$ cat src/raster_pkg.sv
// Purpose: Shared constants and carriers for the raster FIFO underflow monitor.
// Assumes: One functional clock, synchronous active-high reset.
// Notes: Status bit layout and the corrupt filler word are local choices; no bus reaches them
// Function
// - Flag underflow when output logic fetches a pixel word from an empty FIFO.
// - Pixel output during underflow is invalid and is marked corrupt; the code still drives valid high on those beats, with corrupt set.
// - Underflow sets the underflow flag in the display status register.
// - With the interrupt enable set, an underflow raises an interrupt request.
// - Memory refresh is autonomous; a refresh at start-up can starve the FIFO.
package raster_pkg;
  localparam int PIXEL_W   = 16;
  localparam int FIFO_DEPTH = 8;
  localparam logic [PIXEL_W-1:0] PIXEL_RST = 16'h0000;
  localparam logic [PIXEL_W-1:0] PIXEL_BAD = 16'h0000;
  localparam int STAT_UNDERFLOW_BIT = 0;
  localparam int STAT_FIFO_EMPTY_BIT = 1;
  localparam int STAT_W = 2;
  localparam logic [STAT_W-1:0] STAT_RST = 2'h0;

  typedef struct packed {
    logic [PIXEL_W-1:0] data;
    logic               valid;
    logic               corrupt;
  } pixel_out_t;

  typedef enum logic [1:0] {
    ST_IDLE,
    ST_RUN,
    ST_UNDERFLOW
  } raster_state_t;
endpackage

$ cat src/raster_fifo_underflow_monitor.sv
// Purpose: Feeds panel pixel pins from an input FIFO and reports underflow.
// Assumes: Memory side and panel side run on clk_i.
// Notes: Recovery is by dropping raster_enable_i or by controller reset; the monitor self-heals output only after an underflow taken in ST_IDLE.
`timescale 1ns/1ps
`default_nettype none
module raster_fifo_underflow_monitor
  import raster_pkg::*;
#(
  parameter int WIDTH = raster_pkg::PIXEL_W,
  parameter int DEPTH = raster_pkg::FIFO_DEPTH
) (
  input  wire logic                        clk_i,
  input  wire logic                        rst_i,
  input  wire logic                        raster_enable_i,
  input  wire logic                        underflow_irq_enable_i,
  input  wire logic                        underflow_clear_i,
  input  wire logic                        mem_valid_i,
  output logic                             mem_ready_o,
  input  wire logic [WIDTH-1:0]            mem_data_i,
  input  wire logic                        pixel_fetch_i,
  output var raster_pkg::pixel_out_t       pixel_o,
  output logic [raster_pkg::STAT_W-1:0]    display_status_reg_o,
  output logic                             fifo_underflow_flag_o,
  output logic                             irq_o
);
  import raster_pkg::*;

  // Fill level counts 0..DEPTH, so it needs one bit above the index width
  localparam int               CNT_W      = $clog2(DEPTH) + 1;
  localparam logic [CNT_W-1:0] LEVEL_FULL = CNT_W'(DEPTH);

  // The carrier is fixed at the package width, and the fill mirror below
  // relies on the same power-of-two depth as the FIFO
  if (WIDTH != PIXEL_W) begin : g_width_check
    $error("pixel width must match the carrier width");
  end
  if (DEPTH < 2 || (DEPTH & (DEPTH - 1)) != 0) begin : g_depth_check
    $error("fifo depth must be a power of two of at least two");
  end
  if (STAT_W <= STAT_FIFO_EMPTY_BIT || STAT_W <= STAT_UNDERFLOW_BIT) begin : g_stat_check
    $error("status word too narrow for its fields");
  end

  // One pixel beat; used for the reset value and for every fetch answer
  function automatic pixel_out_t make_pixel(
    input logic [PIXEL_W-1:0] data,
    input logic               valid,
    input logic               corrupt
  );
    pixel_out_t beat;
    beat.data    = data;
    beat.valid   = valid;
    beat.corrupt = corrupt;
    return beat;
  endfunction

  // Fill level after one cycle of pushes and pops
  function automatic logic [CNT_W-1:0] level_after(
    input logic [CNT_W-1:0] level,
    input logic             push,
    input logic             pop
  );
    logic [CNT_W-1:0] sum;
    sum = level;
    if (push) begin
      sum = sum + 1'b1;
    end
    if (pop) begin
      sum = sum - 1'b1;
    end
    return sum;
  endfunction

  logic             fifo_ready;
  logic             fifo_valid;
  logic             fifo_empty;
  logic [WIDTH-1:0] fifo_data;
  logic             fetch;
  logic             underflow_evt;

  raster_state_t    state_r;
  raster_state_t    state_nxt;
  pixel_out_t       pix_r;
  pixel_out_t       pix_nxt;
  logic             flag_r;
  logic             flag_nxt;
  logic             irq_r;
  logic             irq_nxt;
  logic             empty_r;
  logic             mem_ready_r;
  logic             mem_ready_nxt;
  logic             mem_push;
  logic             mem_pop;
  logic [CNT_W-1:0] level_r;
  logic [CNT_W-1:0] level_nxt;

  // A refresh stall upstream simply withholds mem_valid_i; the FIFO drains
  // and the next fetch trips the detector
  pixel_fifo #(
    .WIDTH (WIDTH),
    .DEPTH (DEPTH)
  ) u_fifo (
    .clk_i       (clk_i),
    .rst_i       (rst_i),
    .in_valid_i  (mem_valid_i),
    .in_ready_o  (fifo_ready),
    .in_data_i   (mem_data_i),
    .out_valid_o (fifo_valid),
    .out_ready_i (fetch),
    .out_data_o  (fifo_data),
    .empty_o     (fifo_empty)
  );

  always_comb begin
    fetch         = raster_enable_i && pixel_fetch_i;
    underflow_evt = fetch && !fifo_valid;
  end

  // Fill level mirror: ready leaves a flop that already knows the next fill
  // level, so the memory side never sees the FIFO's pointer compare directly
  always_comb begin
    mem_push      = mem_valid_i && fifo_ready;
    mem_pop       = fetch && fifo_valid;
    level_nxt     = level_after(level_r, mem_push, mem_pop);
    mem_ready_nxt = (level_nxt != LEVEL_FULL);
  end

  always_ff @(posedge clk_i) begin
    if (rst_i) begin
      level_r     <= '0;
      mem_ready_r <= 1'b1;
    end else begin
      level_r     <= level_nxt;
      mem_ready_r <= mem_ready_nxt;
    end
  end

  // Output path state
  always_comb begin
    state_nxt = state_r;
    pix_nxt   = pix_r;
    pix_nxt.valid = 1'b0;
    unique case (state_r)
      ST_IDLE: begin
        if (raster_enable_i) begin
          state_nxt = ST_RUN;
        end
      end
      ST_RUN: begin
        if (!raster_enable_i) begin
          state_nxt = ST_IDLE;
        end else if (underflow_evt) begin
          state_nxt = ST_UNDERFLOW;
        end
      end
      ST_UNDERFLOW: begin
        // Stays corrupt until disabled or reset; the panel stream lost sync
        if (!raster_enable_i) begin
          state_nxt = ST_IDLE;
        end
      end
      default: begin
        // The unused fourth code of the state word falls back to idle
        state_nxt = ST_IDLE;
      end
    endcase
    if (fetch) begin
      // Every corrupt beat carries the known filler, never stale FIFO data
      if (underflow_evt || state_r == ST_UNDERFLOW) begin
        pix_nxt = make_pixel(PIXEL_BAD, 1'b1, 1'b1);
      end else begin
        pix_nxt = make_pixel(fifo_data, 1'b1, 1'b0);
      end
    end
  end

  always_ff @(posedge clk_i) begin
    if (rst_i) begin
      state_r <= ST_IDLE;
      pix_r   <= make_pixel(PIXEL_RST, 1'b0, 1'b0);
    end else begin
      state_r <= state_nxt;
      pix_r   <= pix_nxt;
    end
  end

  // Status and interrupt state; a new event beats a same-cycle clear
  always_comb begin
    flag_nxt = flag_r;
    if (underflow_clear_i) begin
      flag_nxt = 1'b0;
    end
    if (underflow_evt) begin
      flag_nxt = 1'b1;
    end
    // Irq is taken from the next flag so both flops move on the same edge
    irq_nxt = flag_nxt && underflow_irq_enable_i;
  end

  always_ff @(posedge clk_i) begin
    if (rst_i) begin
      flag_r      <= 1'b0;
      irq_r       <= 1'b0;
      empty_r     <= 1'b1;
    end else begin
      flag_r      <= flag_nxt;
      irq_r       <= irq_nxt;
      empty_r     <= fifo_empty;
    end
  end

  // Every output leaves a flop; the empty bit lags the FIFO by one cycle
  always_comb begin
    pixel_o                                   = pix_r;
    fifo_underflow_flag_o                     = flag_r;
    irq_o                                     = irq_r;
    mem_ready_o                               = mem_ready_r;
    display_status_reg_o                      = STAT_RST;
    display_status_reg_o[STAT_UNDERFLOW_BIT]  = flag_r;
    display_status_reg_o[STAT_FIFO_EMPTY_BIT] = empty_r;
  end
endmodule // raster_fifo_underflow_monitor
`default_nettype wire

$ cat src/pixel_fifo.sv
// Purpose: Synchronous pixel FIFO with valid/ready on both sides.
// Assumes: Single clock, synchronous reset.
// Notes: Depth must be a power of two.
`timescale 1ns/1ps
`default_nettype none
module pixel_fifo #(
  parameter int WIDTH = 16,
  parameter int DEPTH = 8
) (
  input  wire logic             clk_i,
  input  wire logic             rst_i,
  input  wire logic             in_valid_i,
  output logic                  in_ready_o,
  input  wire logic [WIDTH-1:0] in_data_i,
  output logic                  out_valid_o,
  input  wire logic             out_ready_i,
  output logic      [WIDTH-1:0] out_data_o,
  output logic                  empty_o
);
  localparam int AW = $clog2(DEPTH);

  // Pointer wrap relies on a power-of-two depth; anything else is refused
  if (DEPTH < 2 || (DEPTH & (DEPTH - 1)) != 0) begin : g_depth_check
    $error("pixel_fifo depth must be a power of two");
  end

  logic [WIDTH-1:0] mem_r [DEPTH];
  logic [AW:0]      wptr_r;
  logic [AW:0]      wptr_nxt;
  logic [AW:0]      rptr_r;
  logic [AW:0]      rptr_nxt;
  logic             push;
  logic             pop;
  logic             full;

  always_comb begin
    full        = (wptr_r[AW] != rptr_r[AW]) && (wptr_r[AW-1:0] == rptr_r[AW-1:0]);
    empty_o     = (wptr_r == rptr_r);
    in_ready_o  = !full;
    out_valid_o = !empty_o;
    out_data_o  = mem_r[rptr_r[AW-1:0]];
    push        = in_valid_i && !full;
    pop         = out_ready_i && !empty_o;
    wptr_nxt    = push ? wptr_r + 1'b1 : wptr_r;
    rptr_nxt    = pop ? rptr_r + 1'b1 : rptr_r;
  end

  always_ff @(posedge clk_i) begin
    if (rst_i) begin
      wptr_r <= '0;
      rptr_r <= '0;
    end else begin
      wptr_r <= wptr_nxt;
      rptr_r <= rptr_nxt;
    end
    if (push) begin
      mem_r[wptr_r[AW-1:0]] <= in_data_i;
    end
  end
endmodule // pixel_fifo
`default_nettype wire

$ cat config.mk
export PLATFORM = sky130hd
export DESIGN_NAME = raster_fifo_underflow_monitor
export DESIGN_NICKNAME = d
export VERILOG_FILES = /design/src/raster_pkg.sv /design/src/raster_fifo_underflow_monitor.sv /design/src/pixel_fifo.sv
export SDC_FILE = /design/constraint.sdc
export NUM_CORES = 1
export LEC_CHECK = 0
export ABC_AREA = 0
export ABC_CLOCK_PERIOD_IN_PS = 3900
export BUFFER_PORTS_ARGS = -buffer_cell sky130_fd_sc_hd__buf_4
export CAP_MARGIN = 25
export CELL_PAD_IN_SITES_DETAIL_PLACEMENT = 1
export CELL_PAD_IN_SITES_GLOBAL_PLACEMENT = 2
export CORE_ASPECT_RATIO = 0.6
export CORE_MARGIN = 3
export CORE_UTILIZATION = 45
export DETAILED_ROUTE_END_ITERATION = 7
export GPL_ROUTABILITY_DRIVEN = 0
export PLACE_DENSITY = 0.83
export SLEW_MARGIN = 20
export SYNTH_ARGS = -nofsm -noshare
export SYNTH_HDL_FRONTEND = slang
export SYNTH_SLANG_ARGS = --single-unit
$ cat constraint.sdc
create_clock -name clk_i -period 3.9 [get_ports clk_i]
set_clock_uncertainty 0.15 [all_clocks]
set_input_delay 0.195 -clock clk_i [delete_from_list [all_inputs] [get_ports clk_i]]
set_output_delay 0.195 -clock clk_i [all_outputs]
set_load 0.02 [all_outputs]
* After elaboration in Yosys (flattened, before gate mapping)
Memory sizes are Yosys's and may differ from the RTL's. A register that Yosys moved wholly into a read port is not among the register bits.
Index checks and enable logic that the tools add are counted.
** Word-level totals
- Register bits :: 36
- RAM bits :: 128
- Input bits :: 23
- Output and inout port bits :: 23
- Word-level logic and storage cells :: 52
- Memories :: 1
** Cells by class
- $add $sub $neg :: 4
- Equality and inequality tests :: 9
- Mux-type cells :: 14
- Bitwise operators :: 1
- Reductions and logical operators :: 12
** Memories
- u_fifo.mem_r :: words 8, bits a word 16, read ports 1, clocked after Yosys merged registers in 1, wr ports 1, line pixel_fifo.sv:27 : logic [WIDTH-1:0] mem_r [DEPTH];
** Operators by type and width (number)
- 18-bit two-way mux :: 1
- 4-bit by 1-bit adder with 4-bit output, second input constant :: 3
- 2-bit two-way mux :: 4
- 4-bit two-way mux :: 2
- 1-bit logical AND :: 6
- 3-bit two-way mux :: 2
- 2-bit one-hot mux with 3 select lines :: 1
- 4-bit == test :: 1
- 1-bit two-way mux :: 4
- 2-bit != test, second input constant :: 2
- 4-bit != test, second input constant :: 1
- 4-bit by 1-bit subtractor with 4-bit output, second input constant :: 1
- 3-bit == test :: 1
- 3-bit != test, second input constant :: 1
- 3-bit AND reduction :: 1
- 2-bit by 1-bit == test with 1-bit output, second input constant :: 1
- 2-bit == test, second input constant :: 1
- 1-bit logical NOT :: 2
- 2-bit logical NOT :: 1
- 2-bit OR reduction :: 1
- 1-bit logical OR :: 1
- 1-bit != test :: 1
- 1-bit inverter :: 1

* Depth between registers and ports, before layout
Gate-level depths: netlist of the first run.
- Depth after elaboration :: 8
- Gate-level depth with buffers :: 10
- Mapped depth without buffers :: 9

* Modules after synthesis
Synthesis of the first run repeated with hierarchy kept, for this count alone.
** Second synthesis, totals
- Cell total of the unflattened synthesis :: 388
- Area, all modules :: 6682.7 um^2
** Modules (own cells, without submodules)
- pixel_fifo :: instances 1, cells each 273, area each 5565.3 um^2, seq. area each 4063.9 um^2
- raster_fifo_underflow_monitor :: instances 1, cells each 115, area each 1117.3 um^2, seq. area each 560.5 um^2

* Worst setup path after synthesis of the first run
OpenSTA, ideal clock, no wires.
- Path kind :: reg2reg
- From :: register u_fifo.rptr_r[3]
- To :: memory u_fifo.mem_r[0][0], enable pin
- Setup time :: 409 ps
- Data arrival time :: 2426 ps
- Slack :: 915 ps
- Stages on the path, launching flop included :: 5
- Path buffers :: 0
- Clock period less this slack :: 2985 ps
- Cell sequence :: dfxtp_1 > xnor2_1 > o41a_4 > or2b_1 > nor3_1
** Between the ends
- Cells in the longest elaborated chain, start to end :: 6
** RTL lines
- start: declaration :: line pixel_fifo.sv:30 : logic [AW:0] rptr_r;
- start signal: assignment :: line pixel_fifo.sv:54 : rptr_r <= rptr_nxt;
- 1-bit != test :: line pixel_fifo.sv:37 : full = (wptr_r[AW] != rptr_r[AW]) && (wptr_r[AW-1:0] == rptr_r[AW-1:0]);
- 1-bit logical AND :: line pixel_fifo.sv:37
- 1-bit logical NOT :: line pixel_fifo.sv:42 : push = in_valid_i && !full;
- 1-bit logical AND :: line pixel_fifo.sv:42
- 1-bit two-way mux :: line pixel_fifo.sv:56 : if (push) begin
- 1-bit two-way mux (not written as such) :: line pixel_fifo.sv:57 : mem_r[wptr_r[AW-1:0]] <= in_data_i;
- end: declaration :: line pixel_fifo.sv:27
Every way passes these cells.

* Final worst setup path of the first run
- From :: register u_fifo.wptr_r[1]
- To :: register mem_ready_r, in the netlist mem_ready_o
** Between the ends
- Cells in the longest elaborated chain, start to end :: 8
** RTL lines
- start: declaration :: line pixel_fifo.sv:28 : logic [AW:0] wptr_r;
- start signal: assignment :: line pixel_fifo.sv:53 : wptr_r <= wptr_nxt;
- 3-bit == test :: line pixel_fifo.sv:37
- 1-bit logical AND :: line pixel_fifo.sv:37
- 1-bit logical NOT :: line pixel_fifo.sv:39 : in_ready_o = !full;
- 1-bit logical AND :: line raster_fifo_underflow_monitor.sv:122 : mem_push = mem_valid_i && fifo_ready;
- 4-bit two-way mux :: line raster_fifo_underflow_monitor.sv:65 : if (push) begin
- 4-bit by 1-bit subtractor with 4-bit output :: line raster_fifo_underflow_monitor.sv:69 : sum = sum - 1'b1;
- 4-bit two-way mux (*) :: line raster_fifo_underflow_monitor.sv:68 : if (pop) begin
- 4-bit != test (*) :: line raster_fifo_underflow_monitor.sv:125 : mem_ready_nxt = (level_nxt != LEVEL_FULL);
- end signal: assignment :: line raster_fifo_underflow_monitor.sv:134 : mem_ready_r <= mem_ready_nxt;
- end: declaration :: line raster_fifo_underflow_monitor.sv:90 : logic mem_ready_r;
Mark *: on every way between the ends. The rest lies on a longest branch, timed or not.
A chain may end at the register's enable or synchronous reset.

==> results of run 1 <==
## cell usage in the layout, fill, tap and decap left out, drive strengths merged
cell,n
edfxtp,128
buf,61
dfxtp,39
mux4,32
nor2,28
nand2,27
dlygate4sd3,20
mux2i,18
clkbuf,18
o21ai,16
xnor2,10
a21oi,9
xor2,7
inv,7
ha,4
clkinv,4
or2,3
nor3,3
or2b,2
nand2b,2
and2,2
nand3,2
nor2b,2
clkinvlp,2
bufinv,2
a211oi,2
o41a,1
mux2,1
a41oi,1
nor4bb,1
o41ai,1
nor3b,1
and3,1
or3,1
and4,1
or4b,1
and3b,1
nand4,1
## power by group
part           internal, W  switching, W
registers          0.00196     0.0000325
logic             0.000139      0.000148
clock network     0.000961      0.000716
## flip-flops by register name (all words and copies together), names as in the netlist, 2 cells and up, named ones only
| name | flops |
|---|---|
| level_r | 4 |
| pixel_o | 18 |
| state_r | 2 |
| u_fifo.mem_r | 128 |
| u_fifo.rptr_r | 4 |
| u_fifo.wptr_r | 4 |
## synth_stat cells, types with 2 or more instances
cell type  count  area share
nand3_1        2      0.0016
or2_2          3      0.0029
edfxtp_1     128        0.60
and2_1         2      0.0019
nand2_1       27       0.016
mux4_2        32        0.11
xor2_1         6      0.0082
buf_4          3      0.0035
xnor2_1       10       0.014
nand2b_1       2      0.0019
nor3_1         3      0.0023
mux2i_1       18       0.028
or2b_1         2      0.0023
dfxtp_1       39        0.12
nor2b_1        2      0.0019
nor2_1        27       0.016
ha_1           4      0.0078
a21oi_1        9      0.0070
buf_2          3      0.0023
clkbuf_1      10      0.0058
o21ai_0       16       0.012
## worst paths after layout
path / cells past startpoint / endpoint / from / slack [ns]
worst min register to register: 2 / pixel_o[16] / pixel_o[16] / 0.31
worst min-delay path: 4 / fifo_underflow_flag_o / underflow_clear_i / 0.03
worst max register to register: 9 / mem_ready_o / u_fifo.wptr_r[1] / 0.89
worst max-delay path: 9 / mem_ready_o / u_fifo.wptr_r[1] / 0.89
## critical path, stage by stage, from the launching register on
cell	delay [ns]
dfxtp_1	0.62
xor2_4	0.16
o41a_4	0.56
mux2_4	0.34
inv_1	0.07
ha_1	0.13
nand2_1	0.06
xor2_1	0.18
xnor2_1	0.17
or4b_1	0.44
## final cells by class
cell class | instances | area share
well taps | 192 | 0.03053
clock buffers | 18 | 0.05454
repair buffers | 81 | 0.08714
inverters | 1 | 0.0004770
flip-flops and latches | 167 | 0.5879
multi-input cells | 181 | 0.2186
clock inverters | 14 | 0.02083
## metrics by stage
stage	total power, W	setup WS, ns
finish	0.003957	0.8901
global route	0.004104	0.7284
CTS	0.003998	0.8782
detailed placement	0.002296	0.8858
global placement	0.002282	0.9922
floorplan	0.002190	0.9148
## logic make-up (layout without fill, tap and decap cells)
kind of cell / count (synthesis) / in the layout / synth area share
flops: 167 / 167 / 0.7193
simple gates: 79 / 79 / 0.05820
mux: 51 / 51 / 0.1425
compound gates: 30 / 30 / 0.03153
buf+inv: 19 / 114 / 0.01460
xor+xnor: 17 / 17 / 0.02608
fa+ha+maj: 4 / 4 / 0.007785
## per-layer routing
metal / vias to the layer above / global-route usage
met3: 18 / 0.04074
met2: 88 / 0.3119
met4: 0 / 0.06800
met5: - / 0
met1: 1845 / 0.2664
li1: 1570 / -
==> reports/qor.yml, run 1 <==
run_status:
  outcome: "finished, final reports clean"
clocking:
  clk_pin_slew_ns: 0.07
  cts_tree: "yes"
  cts_resized: 0
  cts_sinks: 167
  cts_setup_buffers: 0
  cts_buffer_depth: 2
  htreeDepth: 4
  cts_hold_buf: 20
  clkLatencyLatePin_ns: 0.42
  cts_root_buffer: "clkbuf_16"
  cts_buffers: 17
timing:
  fin_setup_tns_ns: 0
  relSlewSlack: 0.4713
  max_freq_ghz: 0.3322
  min_period_ns: 3.010
  rsz0062_at_grt: "no"
  timing.hold.ws_ns: 0.02584
  fin_crit_sh: 0.7718
  worst_pin_slew_ns: 0.7920
  hold_violations: 0
  setup_viol: 0
  finalMaxSlewViolations: 0
layout:
  final_util: 0.5706
  multi_input_area_sq_um: 1720
  final_area_sq_um: 7869
  seqCellArea_sq_um: 4626
  finalNetCount: 476
  area_growth_pct: 22.40
  layoutNonFillerInstCount: 654
  diodes: 0
  drive_above_1_share: 0.2944
  fill_cells: 1285
drt:
  wl_per_cell_um: 21.90
  drt_iter0_drc: 194
  dr.pass1.iters: 4
  wl_met3_um: 609
  vias: 3521
  post_drt_via_cell_ratio: 5.384
  wl_met2_um: 6870
  wirelength_um: 14320
  drt-met1-wl_um: 6654
  drtAntennaViolNets: 0
  top_layer: "met4"
  drc: 0
critical_path:
  critPathMaxFanout: 9
  crit_type: "reg2reg"
  arrival_ns: 3.16
  worstPathRequired_ns: 4.05
  cp-end-kind: "flop"
  start_kind: "flop"
synthesis:
  async_flop_share: 0
  synth.distinct_cells: 40
  synth-edff-count: 128
  synth_top_flop_cell: "edfxtp_1"
  ys_seq_area_frac: 0.7193
  synth_nets: 394
  syn_area_sq_um: 6429
  syn_area_per_cell_sq_um: 17.52
  ys_warn_count: 0
  netlist_instances: 367
  synth_seq_cells: 167
global_route:
  antenna_found_initial: 0
  gr-total-overflow: 0
  grt_max_degree: 27
  gr-usage-all-layers: 0.1938
  grt_pass1_vias: 3815
  grt_first_pass_wirelength_um: 22580
die:
  fp.coreArea_sq_um: 13790
  num_rows: 33
  start_util: 0.4662
  dieWidth_um: 160.3
  num_io_pins: 46
  die_area_sq_um: 15800
  dieHeight_um: 98.58
placed_design:
  place_inst: 600
  post-dp-hpwl_um: 8753
  placed_area_sq_um: 7033
  io_buffers: 45
hold_path:
  min_path_type: "in2reg"
power:
  p_per_area_nw_per_um2: 502.9
  ir_drop_mv: 0.3673
  power.leakage_nw: 2.665
run:
  cap_viol_max_count: 0
(Power assumes the default switching activity.)
==> inputs of run 2 (changes only) <==
ABC_CLOCK_PERIOD_IN_PS = 2460   (was 3900)
CORE_UTILIZATION = 40   (was 45)
PLACE_DENSITY = 0.78   (was 0.83)
clock period = 2.46 ns   (was 3.9 ns; I/O delays follow)
==> run 2 against run 1 <==
  * The run now ends with negative setup slack left
  * Clock power up 69%
  * Worst setup slack worse by 1.2 ns
  * Combinational power up 85%
  * Power up 65%
  * Non-clock buffer count up 27
  * Cell count up 5.8%
  * Flip-flop and latch count unchanged
  * Critical endpoint unchanged
  * Maximum frequency up 11%
  * Sequential power up 58%
==> reports/qor.yml, run 2 (synthesis gave the netlist of run 1 again) <==
timing:
  rsz0062_at_grt: "yes"
  finalMaxSlewViolations: 0  # unchanged
  fin_setup_tns_ns: -0.2602  # -0.2602 ns
  max_freq_ghz: 0.3676  # +11%
  setup_viol: 1  # +1
  min_period_ns: 2.720  # -0.2897 ns
  relSlewSlack: 0.6107  # +0.1393
  worst_pin_slew_ns: 0.5826  # -0.2093 ns
  timing.hold.ws_ns: 0.08351  # +0.05767 ns
  hold_violations: 0  # unchanged
  fin_ws_ns: -0.2602  # -1.150 ns
  fin_crit_sh: 1.106  # +0.3340
die:
  fp.coreArea_sq_um: 15550  # +13%
  die_area_sq_um: 17680  # +12%
  dieHeight_um: 104.2  # +5.7%
  num_io_pins: 46  # unchanged
  dieWidth_um: 169.7  # +5.8%
  start_util: 0.4135  # -0.05264
  num_rows: 35  # +6.1%
layout:
  layout_commonest_cell: "edfxtp_1"
  finalNetCount: 503  # +5.7%
  final_area_sq_um: 8232  # +4.6%
  diodes: 0  # unchanged
  final_cell_mix: "edfxtp_1 (128), buf_4 (83), dfxtp_1 (34)"
  largest_reg_flops: 128  # unchanged
  fill_cells: 1454  # +13%
  multi_input_area_sq_um: 1810  # +5.2%
  drive_above_1_share: 0.3599  # +0.06555
  seqCellArea_sq_um: 4633  # +0.16%
  area_growth_pct: 28.05
global_route:
  grt_pass1_vias: 3931  # +3.0%
  gr-total-overflow: 0  # unchanged
  gr-usage-all-layers: 0.1768  # -0.01702
  grt_first_pass_wirelength_um: 23110  # +2.4%
  antenna_found_initial: 0  # unchanged
  grt_max_degree: 33  # +22%
placed_design:
  place_ws_ns: -0.2930  # -1.179 ns
  io_buffers: 45  # unchanged
  post-dp-hpwl_um: 8924  # +2.0%
  placed_area_sq_um: 7258  # +3.2%
clocking:
  clkLatencyLatePin_ns: 0.42  # about the same
  clk_pin_slew_ns: 0.07  # about the same
  cts_buffer_depth: 2  # unchanged
  cts_buffers: 17  # unchanged
  htreeDepth: 4  # unchanged
  cts_sinks: 167  # unchanged
  cts_root_buffer: "clkbuf_16"
  cts_tree: "yes"
power:
  seq_power_share: 0.483  # -0.020
  pwr-share-clk: 0.436  # +0.012
  ir_drop_mv: 0.4800  # +31%
  power.leakage_nw: 2.828  # +6.1%
  p_per_area_nw_per_um2: 792.2  # +58%
  p_int_w: 0.005092  # +66%
  p_sw_w: 0.001429  # +59%
  switching_share: 0.2191  # -0.007557
  combPwrFrac: 0.081  # +0.008
drt:
  drt_iter0_drc: 318  # +64%
  drc: 0  # unchanged
  dr.pass1.iters: 7  # +3
  vias: 3589  # +1.9%
  post_drt_via_cell_ratio: 5.186  # -3.7%
  wirelength_um: 14790  # +3.3%
  wl_per_cell_um: 21.37  # -2.4%
  drtAntennaViolNets: 0  # unchanged
critical_path:
  path_cells: "xor2_4 > o41a_4 > mux2_4 > inv_2 > ha_4 > nand2_2 > xor2_1 > xnor2_1 > or4b_1"
  arrival_ns: 2.86  # -0.30 ns
  start_kind: "flop"
  slowest_stage: "o41a_4"
  slowest_delay_ns: 0.54  # -0.08 ns
  cp_num_buf_inv: 1  # unchanged
  crit_type: "reg2reg"
  cp-end-kind: "flop"
  critPathMaxFanout: 4  # -5
  crit_family: "XOR/XNOR gates"
  worstPathRequired_ns: 2.60  # -1.45 ns
run:
  cap_viol_max_count: 0  # unchanged
run_status:
  outcome: "finished, violations left"
  violations: "negative setup slack"
hold_path:
  min_path_type: "in2reg"
## run 2: stage by stage
stage / total power, W / utilization / instances
global placement: 0.003663 / 0.4669 / 634
detailed placement: 0.003685 / 0.4669 / 634
global route: 0.006777 / 0.5295 / 692
finish: 0.006521 / 0.5295 / 692
CTS: 0.006552 / 0.5227 / 687
floorplan: 0.003476 / - / 367
## run 2: path summary, 6_finish.rpt
path | start | endpoint | slack (ns) | cells after the start
max reg2reg | u_fifo.wptr_r[1] | mem_ready_o | -0.26 | 9
max | u_fifo.wptr_r[1] | mem_ready_o | -0.26 | 9
min reg2reg | state_r[1] | state_r[0] | 0.31 | 1
min | mem_valid_i | u_fifo.wptr_r[1] | 0.08 | 5
## run 2: timing repair
action / CTS / global route
endpoints found under the setup margin: 73 / 66
gates resized for setup: 7 / 11
setup buffers: 0 / 6
endpoints found under the hold margin: 151 / 0
pin swaps: 1 / 5
hold buffers: 21 / 0
## run 2: per-layer routing
layer | global-route usage | part of all wire | vias to the layer above
met5 | 0 | 0 | -
met4 | 0.05426 | 0.011 | 0
met3 | 0.03798 | 0.031 | 15
met2 | 0.2823 | 0.49 | 69
met1 | 0.2445 | 0.47 | 1877
li1 | - | - | 1628
## run 2: layout make-up
cell class                      count  share of cell area
Multi-Input combinational cell    181              0.2199
Tap cell                          203             0.03086
Inverter                            1           0.0004560
Sequential cell                   167              0.5629
Clock inverter                     13             0.02341
Timing Repair Buffer              108              0.1099
Clock buffer                       19             0.05259
## run 2: power groups by stage
stage,clock [W],sequential (W),combinational (W)
after floorplan,0,0.00321,0.000265
after global routing,0.00304,0.00316,0.000578
after global placement,0,0.00320,0.000458
final,0.00284,0.00315,0.000530
after CTS,0.00289,0.00315,0.000513
after detailed placement,0,0.00321,0.000474
## run 2: tightest hold or removal path, cell delays in order
cell,delay [ns]
buf_4,0.13
o41ai_4,0.10
buf_4,0.13
nand2_1,0.05
a21oi_1,0.06
